File: src/hw/isb_pkg.sv
// Package with widths, constants and enumerations of the skip/branch/OR execution block.
package isb_pkg;

    // ------------------------------------------------------------------
    // Widths
    // ------------------------------------------------------------------
    localparam int ISB_DATA_W = 8;
    localparam int ISB_ADDR_W = 7;
    localparam int ISB_PC_W = 13;
    localparam int ISB_K_W = 11;
    localparam int ISB_FILE_DEPTH = 128;

    // ------------------------------------------------------------------
    // Field positions
    // ------------------------------------------------------------------
    localparam int ISB_PAGE_HI = 4;
    localparam int ISB_PAGE_LO = 3;
    localparam int ISB_LIT_HI = 7;

    // ------------------------------------------------------------------
    // Values
    // ------------------------------------------------------------------
    localparam logic ISB_DEST_ACC = 1'h0;
    localparam logic ISB_DEST_FILE = 1'h1;
    localparam logic [ISB_DATA_W-1:0] ISB_ONE = 8'h01;
    localparam logic [ISB_DATA_W-1:0] ISB_ZERO = 8'h00;
    localparam logic [ISB_DATA_W-1:0] ISB_ACC_RST = 8'h00;
    localparam logic ISB_ZFLAG_RST = 1'h0;
    localparam logic [ISB_PC_W-1:0] ISB_PC_RST = 13'h0000;
    localparam logic [ISB_PC_W-1:0] ISB_PC_STEP = 13'h0001;
    localparam logic [ISB_PC_W-1:0] ISB_PC_SKIP = 13'h0002;
    localparam logic [ISB_ADDR_W-1:0] ISB_ADDR_RST = 7'h00;

    // ------------------------------------------------------------------
    // Operations and states
    // ------------------------------------------------------------------
    typedef enum logic [2:0] {
        ISB_OP_NOP,
        ISB_OP_DECREMENT_SKIP_ZERO,
        ISB_OP_INCREMENT_SKIP_ZERO,
        ISB_OP_INCREMENT_FILE,
        ISB_OP_ABSOLUTE_BRANCH,
        ISB_OP_OR_LITERAL_ACCUMULATOR,
        ISB_OP_OR_ACCUMULATOR_FILE
    } isb_op_t;

    typedef enum logic {
        ISB_ST_EXEC,
        ISB_ST_FLUSH
    } isb_state_t;

endpackage

File: src/hw/isb_alu_if.sv
// Interface carrying operands and results between the core and its arithmetic unit.
`timescale 1ns/1ps
interface isb_alu_if;
    import isb_pkg::*;

    isb_op_t op;
    logic [ISB_DATA_W-1:0] acc;
    logic [ISB_DATA_W-1:0] file_data;
    logic [ISB_DATA_W-1:0] lit;
    logic [ISB_DATA_W-1:0] result;
    logic upd_zero;
    logic result_zero;
    logic skip_req;
    logic has_dest;
    logic acc_only;
    logic branch;

    modport core (output op, output acc, output file_data, output lit,
                  input result, input upd_zero, input result_zero, input skip_req,
                  input has_dest, input acc_only, input branch);
    modport alu (input op, input acc, input file_data, input lit,
                 output result, output upd_zero, output result_zero, output skip_req,
                 output has_dest, output acc_only, output branch);
endinterface

File: src/hw/isb_alu.sv
// Combinational arithmetic unit computing results, zero flag and skip requests.
`timescale 1ns/1ps
module isb_alu (
    isb_alu_if.alu bus
);
    import isb_pkg::*;

    logic [ISB_DATA_W-1:0] result;
    logic upd_zero;
    logic skip_op;
    logic has_dest;

    always_comb begin
        result = ISB_ZERO;
        upd_zero = 1'b0;
        skip_op = 1'b0;
        has_dest = 1'b0;
        case (bus.op)
            ISB_OP_DECREMENT_SKIP_ZERO: begin
                result = bus.file_data - ISB_ONE; // see [RULE1]
                skip_op = 1'b1;
                has_dest = 1'b1;
            end
            ISB_OP_INCREMENT_SKIP_ZERO: begin
                result = bus.file_data + ISB_ONE; // see [RULE4]
                skip_op = 1'b1;
                has_dest = 1'b1;
            end
            ISB_OP_INCREMENT_FILE: begin
                result = bus.file_data + ISB_ONE; // see [RULE9]
                upd_zero = 1'b1;
                has_dest = 1'b1;
            end
            ISB_OP_OR_LITERAL_ACCUMULATOR: begin
                result = bus.acc | bus.lit; // see [RULE8]
                upd_zero = 1'b1;
            end
            ISB_OP_OR_ACCUMULATOR_FILE: begin
                result = bus.acc | bus.file_data; // see [RULE10]
                upd_zero = 1'b1;
                has_dest = 1'b1;
            end
            default: begin
                result = ISB_ZERO;
            end
        endcase
    end

    assign bus.result = result;
    assign bus.upd_zero = upd_zero;
    assign bus.result_zero = (result == ISB_ZERO); // see [RULE11]
    assign bus.skip_req = skip_op && (result == ISB_ZERO); // see [RULE3]
    assign bus.has_dest = has_dest;
    assign bus.acc_only = (bus.op == ISB_OP_OR_LITERAL_ACCUMULATOR);
    assign bus.branch = (bus.op == ISB_OP_ABSOLUTE_BRANCH);

endmodule

File: src/hw/isb_core.sv
// Execution core for skip-on-zero counting, absolute branch and inclusive OR operations.
// Summary of operation
// [RULE1] Decrement-and-skip subtracts one from file register 0..127; flags stay unchanged.
// [RULE2] Destination bit 0 writes the accumulator, 1 writes the file register.
// [RULE3] Zero skip result replaces the next instruction by a no-op: two cycles.
// [RULE4] Increment-and-skip adds one, skips on zero result, leaves flags unchanged.
// [RULE5] Absolute branch loads its 11-bit operand into program counter bits 10..0.
// [RULE6] Program counter bits 12..11 come from page latch bits 4..3.
// [RULE7] Absolute branch always takes two instruction cycles.
// [RULE8] Literal OR combines accumulator with 8-bit literal into accumulator, updates zero.
// [RULE9] Plain increment adds one, writes selected destination, updates zero, never skips.
// [RULE10] Register OR combines accumulator and file register into destination, updates zero.
// [RULE11] Zero flag is set when the 8-bit result is zero, else cleared.
`timescale 1ns/1ps
module isb_core (
    // Clock and reset
    input wire logic ref_clk,
    input wire logic rst_n,
    // Instruction issue
    input wire logic instr_valid,
    input wire isb_pkg::isb_op_t instr_op,
    input wire logic [isb_pkg::ISB_ADDR_W-1:0] instr_file,
    input wire logic instr_dest,
    input wire logic [isb_pkg::ISB_K_W-1:0] instr_k,
    output logic instr_ready_q,
    // Page latch register contents
    input wire logic [isb_pkg::ISB_DATA_W-1:0] page_latch_register,
    // File register preload
    input wire logic load_en,
    input wire logic [isb_pkg::ISB_ADDR_W-1:0] load_addr,
    input wire logic [isb_pkg::ISB_DATA_W-1:0] load_data,
    // Architectural state
    output logic [isb_pkg::ISB_DATA_W-1:0] acc_q,
    output logic zero_flag_q,
    output logic [isb_pkg::ISB_PC_W-1:0] pc_q,
    // Observed file writes and inserted no-ops
    output logic file_wr_en_q,
    output logic [isb_pkg::ISB_ADDR_W-1:0] file_wr_addr_q,
    output logic [isb_pkg::ISB_DATA_W-1:0] file_wr_data_q,
    output logic nop_slot_q
);
    import isb_pkg::*;

    // ------------------------------------------------------------------
    // File register storage
    // ------------------------------------------------------------------
    // The file array is not reset; software is expected to preload what it uses.
    logic [ISB_DATA_W-1:0] file_mem [ISB_FILE_DEPTH];

    // ------------------------------------------------------------------
    // State and next values
    // ------------------------------------------------------------------
    isb_state_t state_q;
    isb_state_t state_d;
    logic [ISB_DATA_W-1:0] acc_d;
    logic zero_flag_d;
    logic [ISB_PC_W-1:0] pc_d;
    logic instr_ready_d;
    logic file_wr_en_d;
    logic [ISB_ADDR_W-1:0] file_wr_addr_d;
    logic [ISB_DATA_W-1:0] file_wr_data_d;
    logic nop_slot_d;

    // ------------------------------------------------------------------
    // Arithmetic unit
    // ------------------------------------------------------------------
    isb_alu_if alu_bus ();

    isb_alu u_alu (
        .bus (alu_bus)
    );

    // Gating on the registered ready keeps the first edge after reset from taking an instruction.
    wire logic exec_fire = (state_q == ISB_ST_EXEC) && instr_ready_q && instr_valid;
    wire logic [ISB_DATA_W-1:0] file_rd_data = file_mem[instr_file];

    assign alu_bus.op = exec_fire ? instr_op : ISB_OP_NOP;
    assign alu_bus.acc = acc_q;
    assign alu_bus.file_data = file_rd_data;
    assign alu_bus.lit = instr_k[ISB_LIT_HI:0];

    // ------------------------------------------------------------------
    // Destination decode
    // ------------------------------------------------------------------
    wire logic to_file = alu_bus.has_dest && (instr_dest == ISB_DEST_FILE); // see [RULE2]
    wire logic to_acc = (alu_bus.has_dest && (instr_dest == ISB_DEST_ACC))
        || alu_bus.acc_only; // see [RULE2]

    // Core writes take priority over a preload aimed at the same cycle.
    wire logic mem_we = to_file || load_en;
    wire logic [ISB_ADDR_W-1:0] mem_waddr = to_file ? instr_file : load_addr;
    wire logic [ISB_DATA_W-1:0] mem_wdata = to_file ? alu_bus.result : load_data;

    // ------------------------------------------------------------------
    // Program counter targets
    // ------------------------------------------------------------------
    wire logic [ISB_PC_W-1:0] branch_target = {
        page_latch_register[ISB_PAGE_HI:ISB_PAGE_LO], // see [RULE6]
        instr_k // see [RULE5]
    };
    wire logic [ISB_PC_W-1:0] pc_next_seq = pc_q + ISB_PC_STEP;
    wire logic [ISB_PC_W-1:0] pc_next_skip = pc_q + ISB_PC_SKIP;

    // Both a taken skip and a branch burn the following slot.
    wire logic need_flush = alu_bus.skip_req || alu_bus.branch; // see [RULE3] see [RULE7]

    // ------------------------------------------------------------------
    // Next-state logic
    // ------------------------------------------------------------------
    always_comb begin
        state_d = state_q;
        acc_d = acc_q;
        zero_flag_d = zero_flag_q;
        pc_d = pc_q;
        case (state_q)
            ISB_ST_EXEC: begin
                if (exec_fire) begin
                    if (alu_bus.branch) begin
                        pc_d = branch_target; // see [RULE5]
                    end else if (alu_bus.skip_req) begin
                        pc_d = pc_next_skip; // see [RULE3]
                    end else begin
                        pc_d = pc_next_seq;
                    end
                    if (to_acc) begin
                        acc_d = alu_bus.result;
                    end
                    // Skip operations never touch the flag, so upd_zero gates it.
                    if (alu_bus.upd_zero) begin
                        zero_flag_d = alu_bus.result_zero; // see [RULE11]
                    end
                    if (need_flush) begin
                        state_d = ISB_ST_FLUSH;
                    end
                end
            end
            ISB_ST_FLUSH: begin
                // The slot after a skip or branch executes as a no-op.
                state_d = ISB_ST_EXEC; // see [RULE3] see [RULE7]
            end
            default: begin
                state_d = ISB_ST_EXEC;
            end
        endcase
    end

    assign instr_ready_d = (state_d == ISB_ST_EXEC);
    assign nop_slot_d = exec_fire && need_flush;
    assign file_wr_en_d = to_file;
    assign file_wr_addr_d = to_file ? instr_file : file_wr_addr_q;
    assign file_wr_data_d = to_file ? alu_bus.result : file_wr_data_q;

    // ------------------------------------------------------------------
    // Registers
    // ------------------------------------------------------------------
    // One short process per register, with write address and data sharing one, keeps each reset value next to its flop.
    always_ff @(posedge ref_clk or negedge rst_n) begin
        if (!rst_n) begin
            state_q <= ISB_ST_EXEC;
        end else begin
            state_q <= state_d;
        end
    end

    always_ff @(posedge ref_clk or negedge rst_n) begin
        if (!rst_n) begin
            acc_q <= ISB_ACC_RST;
        end else begin
            acc_q <= acc_d;
        end
    end

    always_ff @(posedge ref_clk or negedge rst_n) begin
        if (!rst_n) begin
            zero_flag_q <= ISB_ZFLAG_RST;
        end else begin
            zero_flag_q <= zero_flag_d;
        end
    end

    always_ff @(posedge ref_clk or negedge rst_n) begin
        if (!rst_n) begin
            pc_q <= ISB_PC_RST;
        end else begin
            pc_q <= pc_d;
        end
    end

    // Ready stays low through reset so the issuer cannot race the release.
    always_ff @(posedge ref_clk or negedge rst_n) begin
        if (!rst_n) begin
            instr_ready_q <= 1'b0;
        end else begin
            instr_ready_q <= instr_ready_d;
        end
    end

    always_ff @(posedge ref_clk or negedge rst_n) begin
        if (!rst_n) begin
            nop_slot_q <= 1'b0;
        end else begin
            nop_slot_q <= nop_slot_d;
        end
    end

    always_ff @(posedge ref_clk or negedge rst_n) begin
        if (!rst_n) begin
            file_wr_en_q <= 1'b0;
        end else begin
            file_wr_en_q <= file_wr_en_d;
        end
    end

    always_ff @(posedge ref_clk or negedge rst_n) begin
        if (!rst_n) begin
            file_wr_addr_q <= ISB_ADDR_RST;
            file_wr_data_q <= ISB_ZERO;
        end else begin
            file_wr_addr_q <= file_wr_addr_d;
            file_wr_data_q <= file_wr_data_d;
        end
    end

    always_ff @(posedge ref_clk) begin
        if (mem_we) begin
            file_mem[mem_waddr] <= mem_wdata; // see [RULE1] see [RULE2]
        end
    end

endmodule

File: config.mk
export PLATFORM = sky130hd
export DESIGN_NAME = isb_core
export DESIGN_NICKNAME = d
export VERILOG_FILES = /design/src/hw/isb_pkg.sv /design/src/hw/isb_alu_if.sv /design/src/hw/isb_alu.sv /design/src/hw/isb_core.sv
export SDC_FILE = /design/constraint.sdc
export NUM_CORES = 1
export LEC_CHECK = 0
export BUFFER_PORTS_ARGS = -buffer_cell sky130_fd_sc_hd__buf_2
export CELL_PAD_IN_SITES_DETAIL_PLACEMENT = 1
export CELL_PAD_IN_SITES_GLOBAL_PLACEMENT = 1
export CORE_UTILIZATION = 54
export DETAILED_ROUTE_END_ITERATION = 8
export PLACE_DENSITY_LB_ADDON = 0.1
export SLEW_MARGIN = 0
export SYNTH_ARGS = -nofsm -noshare
export SYNTH_HDL_FRONTEND = slang
export SYNTH_SLANG_ARGS = --single-unit
File: constraint.sdc
create_clock -name ref_clk -period 8.4 [get_ports ref_clk]
set_input_delay 0.42 -clock ref_clk [delete_from_list [all_inputs] [get_ports ref_clk]]
set_output_delay 0.42 -clock ref_clk [all_outputs]
set_load 0.02 [all_outputs]
# == Word-level counts from Yosys, hierarchy flattened ==
# Memories as Yosys holds them, arrays and structs flattened.
# Cells that the tools add are included.
# classes
muxes,14
eq_ne,6
add_sub_neg,4
n_bitwise,5
n_reduce_logical,17
# op_table
operator,count
one-hot mux 8 bit (4 select lines),1
2-to-1 mux 13 bit,2
bitwise OR 8 bit,2
adder 13 x 1 -> 13 bit (second input constant),1
adder 13 x 2 -> 13 bit (second input constant),1
== test 3 bit (second input constant),3
adder 8 x 1 -> 8 bit (second input constant),1
logical NOT 8 bit,1
2-to-1 mux 8 bit,1
subtractor 8 x 1 -> 8 bit (second input constant),1
2-to-1 mux 1 bit,7
2-to-1 mux 7 bit,1
== test 3 x 2 -> 1 bit (second input constant),2
logical AND 1 bit,6
AND reduction 3 bit,2
OR reduction 2 bit,2
OR reduction 4 bit,1
== test 3 x 1 -> 1 bit (second input constant),1
logical OR 1 bit,3
2-to-1 mux 3 bit,1
NOT 1 bit,3
OR reduction 3 bit,1
one-hot mux 1 bit (2 select lines),1
AND reduction 2 bit,1
# word_totals
in_bits,49
reg_bits,41
output_inout_bits,40
ram_bits,1024
memories,1
# mem_list
memory,words,width,read_ports,rd_clocked_by_memory_dff,write_ports,line,source
file_mem,128,8,1,0,1,isb_core.sv:48,logic [ISB_DATA_W-1:0] file_mem [ISB_FILE_DEPTH];

# == Depth between registers and ports, before layout ==
# logic_depth
word_depth,14
mapped_depth,28
depth_no_buf,22

# == Modules after synthesis ==
# A second synthesis with hierarchy kept.
# hier_totals
hier_cells,2003
area_unflattened_um2,42455.7
# by_module_without_submodules
mod,cells_per_inst,instances,area_per_inst_um2
isb_core,1876,1,41647.4
isb_alu,127,1,808.3

# == Worst setup path after synthesis ==
# Ideal clock, no wire load.
# synth_path
kind,input to register
start,input instr_file[1] (netlist bit)
end,memory file_mem[0][7] (data pin)
arrival_ps,7713
t_required_ps,7605
setup_slack_ps,-109
setup_ps,795
n_path_buf,7
cell_stages,20
cell_sequence,buf_4 > buf_6 > buf_4 > buf_4 > buf_2 > buf_2 > buf_1 > mux4_2 > mux4_2 > mux4_2 > mux2_2 > ha_1 > and4_1 > a21oi_1 > nand2_1 > a41oi_1 > xnor2_1 > a21oi_1 > and2_1 > nor2_1
# synth_via
elab_chain_len,4
# synth_rtl
element,line,source
from (decl),isb_core.sv:22,"input wire logic [isb_pkg::ISB_ADDR_W-1:0] instr_file,"
memory (128 x 8 bit) *,--,
adder 8 x 1 -> 8 bit (tied with other cells),"isb_alu.sv:25, isb_alu.sv:30",
one-hot mux 8 bit (4 select lines) *,isb_alu.sv:18,case (bus.op)
2-to-1 mux 8 bit *,isb_core.sv:92,wire logic [ISB_DATA_W-1:0] mem_wdata = to_file ? alu_bus.result : load_data;
named net mem_wdata[7],isb_core.sv:92,
to (decl),isb_core.sv:48,
# The timed path passes the listed nets; every way through them passes the cells marked *.

# == Worst setup path after layout ==
# layout_path
start,input instr_file[1] (netlist bit)
end,register pc_q[6] (netlist bit)
# layout_via
elab_chain_len,7
# layout_rtl
element,line,source
memory (128 x 8 bit) *,--,
adder 8 x 1 -> 8 bit (tied with other cells),"isb_alu.sv:25, isb_alu.sv:30",
one-hot mux 8 bit (4 select lines) *,isb_alu.sv:18,
logical NOT 8 bit *,isb_alu.sv:52,assign bus.skip_req = skip_op && (result == ISB_ZERO);
logical AND 1 bit *,isb_alu.sv:52,
2-to-1 mux 13 bit *,isb_core.sv:120,end else if (alu_bus.skip_req) begin
2-to-1 mux 13 bit *,isb_core.sv:118,if (alu_bus.branch) begin
to (signal assigned),isb_core.sv:185,pc_q <= pc_d;
to (decl),isb_core.sv:35,"output logic [isb_pkg::ISB_PC_W-1:0] pc_q,"
# Mark *: on every way between the ends. The rest lies on a longest branch, timed or not.
# A chain may end at the register's enable or synchronous reset.

==> results.sh <==
export IMPL_status="finished, final reports clean"
export IMPL_power_uw=12100
export IMPL_antenna_found_initial=4
export IMPL_slowest_delay_ns=0.56
export IMPL_die_w_um=285
export IMPL_htree_levels=3
export IMPL_synthTopCellsByArea="edfxtp_1 71%, mux4_2 8.7%, mux2i_1 4.9%"
export IMPL_vdd_ir_drop_max_uv=226
export IMPL_rsz0062_at_grt="no"
export IMPL_grt_pass1_wl_um=174000
export IMPL_vias=23900
export IMPL_pin_count=89
export IMPL_r2r_end="pc_q[6]$_DFFE_PN0P_"
export IMPL_reg2reg_from="file_mem[57][2]$_DFFE_PP_"
export IMPL_drive_gt1_frac=0.204
export IMPL_wl_per_cell_um=33.1
export IMPL_endpoint="pc_q[6]$_DFFE_PN0P_"
export IMPL_timing_critical_path_required_ns=8.97
export IMPL_critPathArrivalTime_ns=7.03
export IMPL_hold_class="input port to flop"
export IMPL_startpoint="instr_file[1]"
export IMPL_fin_setup_tns_ns=0
export IMPL_synth_warnings=0
export IMPL_cp_depth=24
export IMPL_max_freq_mhz=155
export IMPL_core_um2=79100
export IMPL_clock_latency_ns=0.68
export IMPL_globalplace_congestion=0.868
export IMPL_syn_instance_count=2400
export IMPL_hold_depth=3
export IMPL_syn_nets=2458
export IMPL_place_area_um2=44900
export IMPL_cts_root_buffer="clkbuf_16"
export IMPL_setup_viol=0
export IMPL_layout_setup_ws_ns=1.94
export IMPL_first_iter_violations=2218
export IMPL_max_cap_violations=0
export IMPL_async_flop_share=0.0385
export IMPL_num_rows=103
export IMPL_io_buffers=82
export IMPL_cts_clk_slew_worst_paths_ns=0.06
export IMPL_slew_violations=0
export IMPL_wl_um=121000
export IMPL_syn_avg_cell_area_um2=18.0
export IMPL_post_route_period_util=0.770
export IMPL_diodes=0
export IMPL_drc_errors=0
export IMPL_fin_skew_ns=0.0330
export IMPL_wl_met2_um=59200
export IMPL_worst_path_max_fanout=44
export IMPL_period_needed_ns=6.46
export IMPL_ys_types=73
export IMPL_synth_top_area_frac=0.712
export IMPL_maxSlewHeadroom=0.174
export IMPL_grt_max_degree=129
export IMPL_cts_buffer_depth=3
export IMPL_max_slew_worst_pin_slew_ns=1.23
export IMPL_nets=2576
export IMPL_critPathKind="input port to flop"
export IMPL_grt_use_total=0.300
export IMPL_synth_most_common_cell="edfxtp_1"
export IMPL_syn_to_final_growth_pct=12.1
export IMPL_clock_sinks=1065
export IMPL_firstDrtPassIters=7
export IMPL_synth_edf_count=1024
export IMPL_cp_slowest_cell="nor4b_2"
export IMPL_critPathBufInv=4
export IMPL_cts_setup_buffers=0
export IMPL_cts_tree="yes"
export IMPL_ant_nets=0
export IMPL_crit_family="simple AND/OR/NAND/NOR gates"
export IMPL_ys_flop_type="edfxtp_1"
export IMPL_crit_chain="buf_6 -> buf_4 -> buf_4 -> mux2i_1 -> a221o_1 -> o211ai_1 -> nand3_1 -> a2111o_1 -> nor2_1 -> inv_1 -> fa_1 -> nor2b_1 -> o21ai_0 -> nand2b_1 -> a21o_1 -> a21oi_1 -> xor2_1 -> o22ai_1 -> o31a_1 -> nor4b_2 -> and3_1 -> mux2_4 -> and3_1 -> a311oi_1"
export IMPL_post_place_ws_ns=1.38
export IMPL_ys_ff_latch=1065
export IMPL_die_area_um2=81200
export IMPL_grt_overflow=0
export IMPL_start_util=0.546
export IMPL_grt_pass1_vias=24823
export IMPL_cts_buffers=107
export IMPL_ys_seq_area_frac=0.735
export IMPL_yosys_area_top_type="edfxtp_1"
export IMPL_met1_length_um=48500
export IMPL_cp_end_kind="flop"
export IMPL_stdcell_area_um2=48400
export IMPL_hold_violations=0
export IMPL_synthTopCellsByCount="1,024 x edfxtp_1, 235 x nor2_1, 210 x mux2i_1"
export IMPL_ff2ff_setup_slack_ns=2.36
export IMPL_syn_area_um2=43200
export IMPL_reg2regPathDepth=21
export IMPL_top_layer="met5"
export IMPL_cp_start_kind="input port"
export IMPL_die_y_um=285
export IMPL_hpwlAfterDp_um=75200
export IMPL_p_leak_uw=0.0161
export IMPL_vias_per_cell=6.53
export IMPL_wl_met3_um=8900
export IMPL_power_density_nw_per_um2=250
==> through the flow <==
stage / util / std cells / hold slack, ns
5_1_grt: 0.612 / 3658 / 0.111
2_1_floorplan: - / 2400 / 0.124
3_5_place_dp: 0.567 / 3457 / 0.462
3_3_place_gp: 0.567 / 3457 / 0.461
6_report: 0.612 / 3658 / 0.0891
4_1_cts: 0.612 / 3658 / 0.0626
==> what timing repair did <==
action / in CTS / in global routing
gates resized for setup: 0 / 0
hold endpoints to repair: 42 / 0
hold buffers: 2 / 0
==> logic make-up after synthesis <==
kind of cell | after synthesis | share of synthesized area
adder cells (fa/ha/maj) | 9 | 0.00278
AND/OR/NAND/NOR | 468 | 0.0484
AO/OA/AOI/OAI | 300 | 0.0495
flip-flops | 1065 | 0.735
XOR/XNOR | 9 | 0.00182
multiplexers | 393 | 0.140
buffers and inverters | 156 | 0.0222
==> state kept, by name, summed over array words and instances, names as in the netlist <==
signal          cells
file_mem         1024
pc_q               13
nop_slot_q          1
instr_ready_q       1
state_q             1
file_wr_data_q      8
file_wr_addr_q      7
acc_q               8
zero_flag_q         1
file_wr_en_q        1
==> worst min-delay path by stage <==
stage / from / to / slack [ns]
after CTS: page_latch_register[3] / pc_q[11]$_DFFE_PN0P_ / 0.06
after global placement: file_wr_data_q[4]$_DFFE_PN0P_ / file_wr_data_q[4]$_DFFE_PN0P_ / 0.46
after floorplan: rst_n / acc_q[0]$_DFFE_PN0P_ / 0.12
after detailed placement: file_wr_addr_q[3]$_DFFE_PN0P_ / file_wr_addr_q[3]$_DFFE_PN0P_ / 0.46
final: page_latch_register[3] / pc_q[11]$_DFFE_PN0P_ / 0.09
after global routing: instr_k[1] / pc_q[1]$_DFFE_PN0P_ / 0.11
==> final cells by class <==
cell class / instances / area, um^2
sequential: 1065 / 31800
fill: 6777 / 30700
multi-input combinational: 1179 / 10600
clock buffer: 130 / 2810
tap: 1050 / 1310
timing repair buffer: 155 / 1200
clock inverter: 69 / 754
inverter: 10 / 37.5
==> where the power goes <==
part	internal [uW]	switching, uW
clock network	2860	2020
logic	360	779
registers	5990	74.3
==> worst min-delay path: stages <==
cell and delay (ns):
buf_2 0.08, nor3_1 0.04, nor3_1 0.16
==> layer usage <==
metal,track usage,up-vias
met4,0.108,8
li1,-,9884
met3,0.0511,259
met5,0,-
met2,0.492,1047
met1,0.409,12702
==> cells in the final DEF, fill, tap and decap left out, types with 5 or more instances in the layout <==
cell       synthesis  routed
buf_12             1      17
nor2b_1           14      12
buf_4             15      54
nand2_1           90      88
o22ai_1           23      23
a21oi_1           29      29
a221oi_1          38      38
o21ai_0           54      54
o211ai_1           5       5
nor3_1            22      21
nand3_1           22      22
a22oi_1           58      58
a31oi_1           17      17
and3_1             8       8
bufinv_16          0      16
clkbuf_16          0     109
nor2_4             1       6
a2111oi_0          5       5
or2_2             20      20
a311oi_1           6       6
edfxtp_1        1024    1024
xnor2_1            6       6
buf_2             28      79
mux4_2           167     167
and2_1             9       8
a22o_1            10      10
clkinv_2           0      22
a211oi_1          11      11
dfrtp_1           41      41
nand2b_1          24      21
mux2i_1          210     210
clkbuf_1          47      21
nand4_1            5       5
inv_1             10      10
mux2_2            15      15
clkinv_1           0      23
ha_1               8       8
a21o_1             5       5
nor2_1           235     230
(Power assumes the default switching activity.)
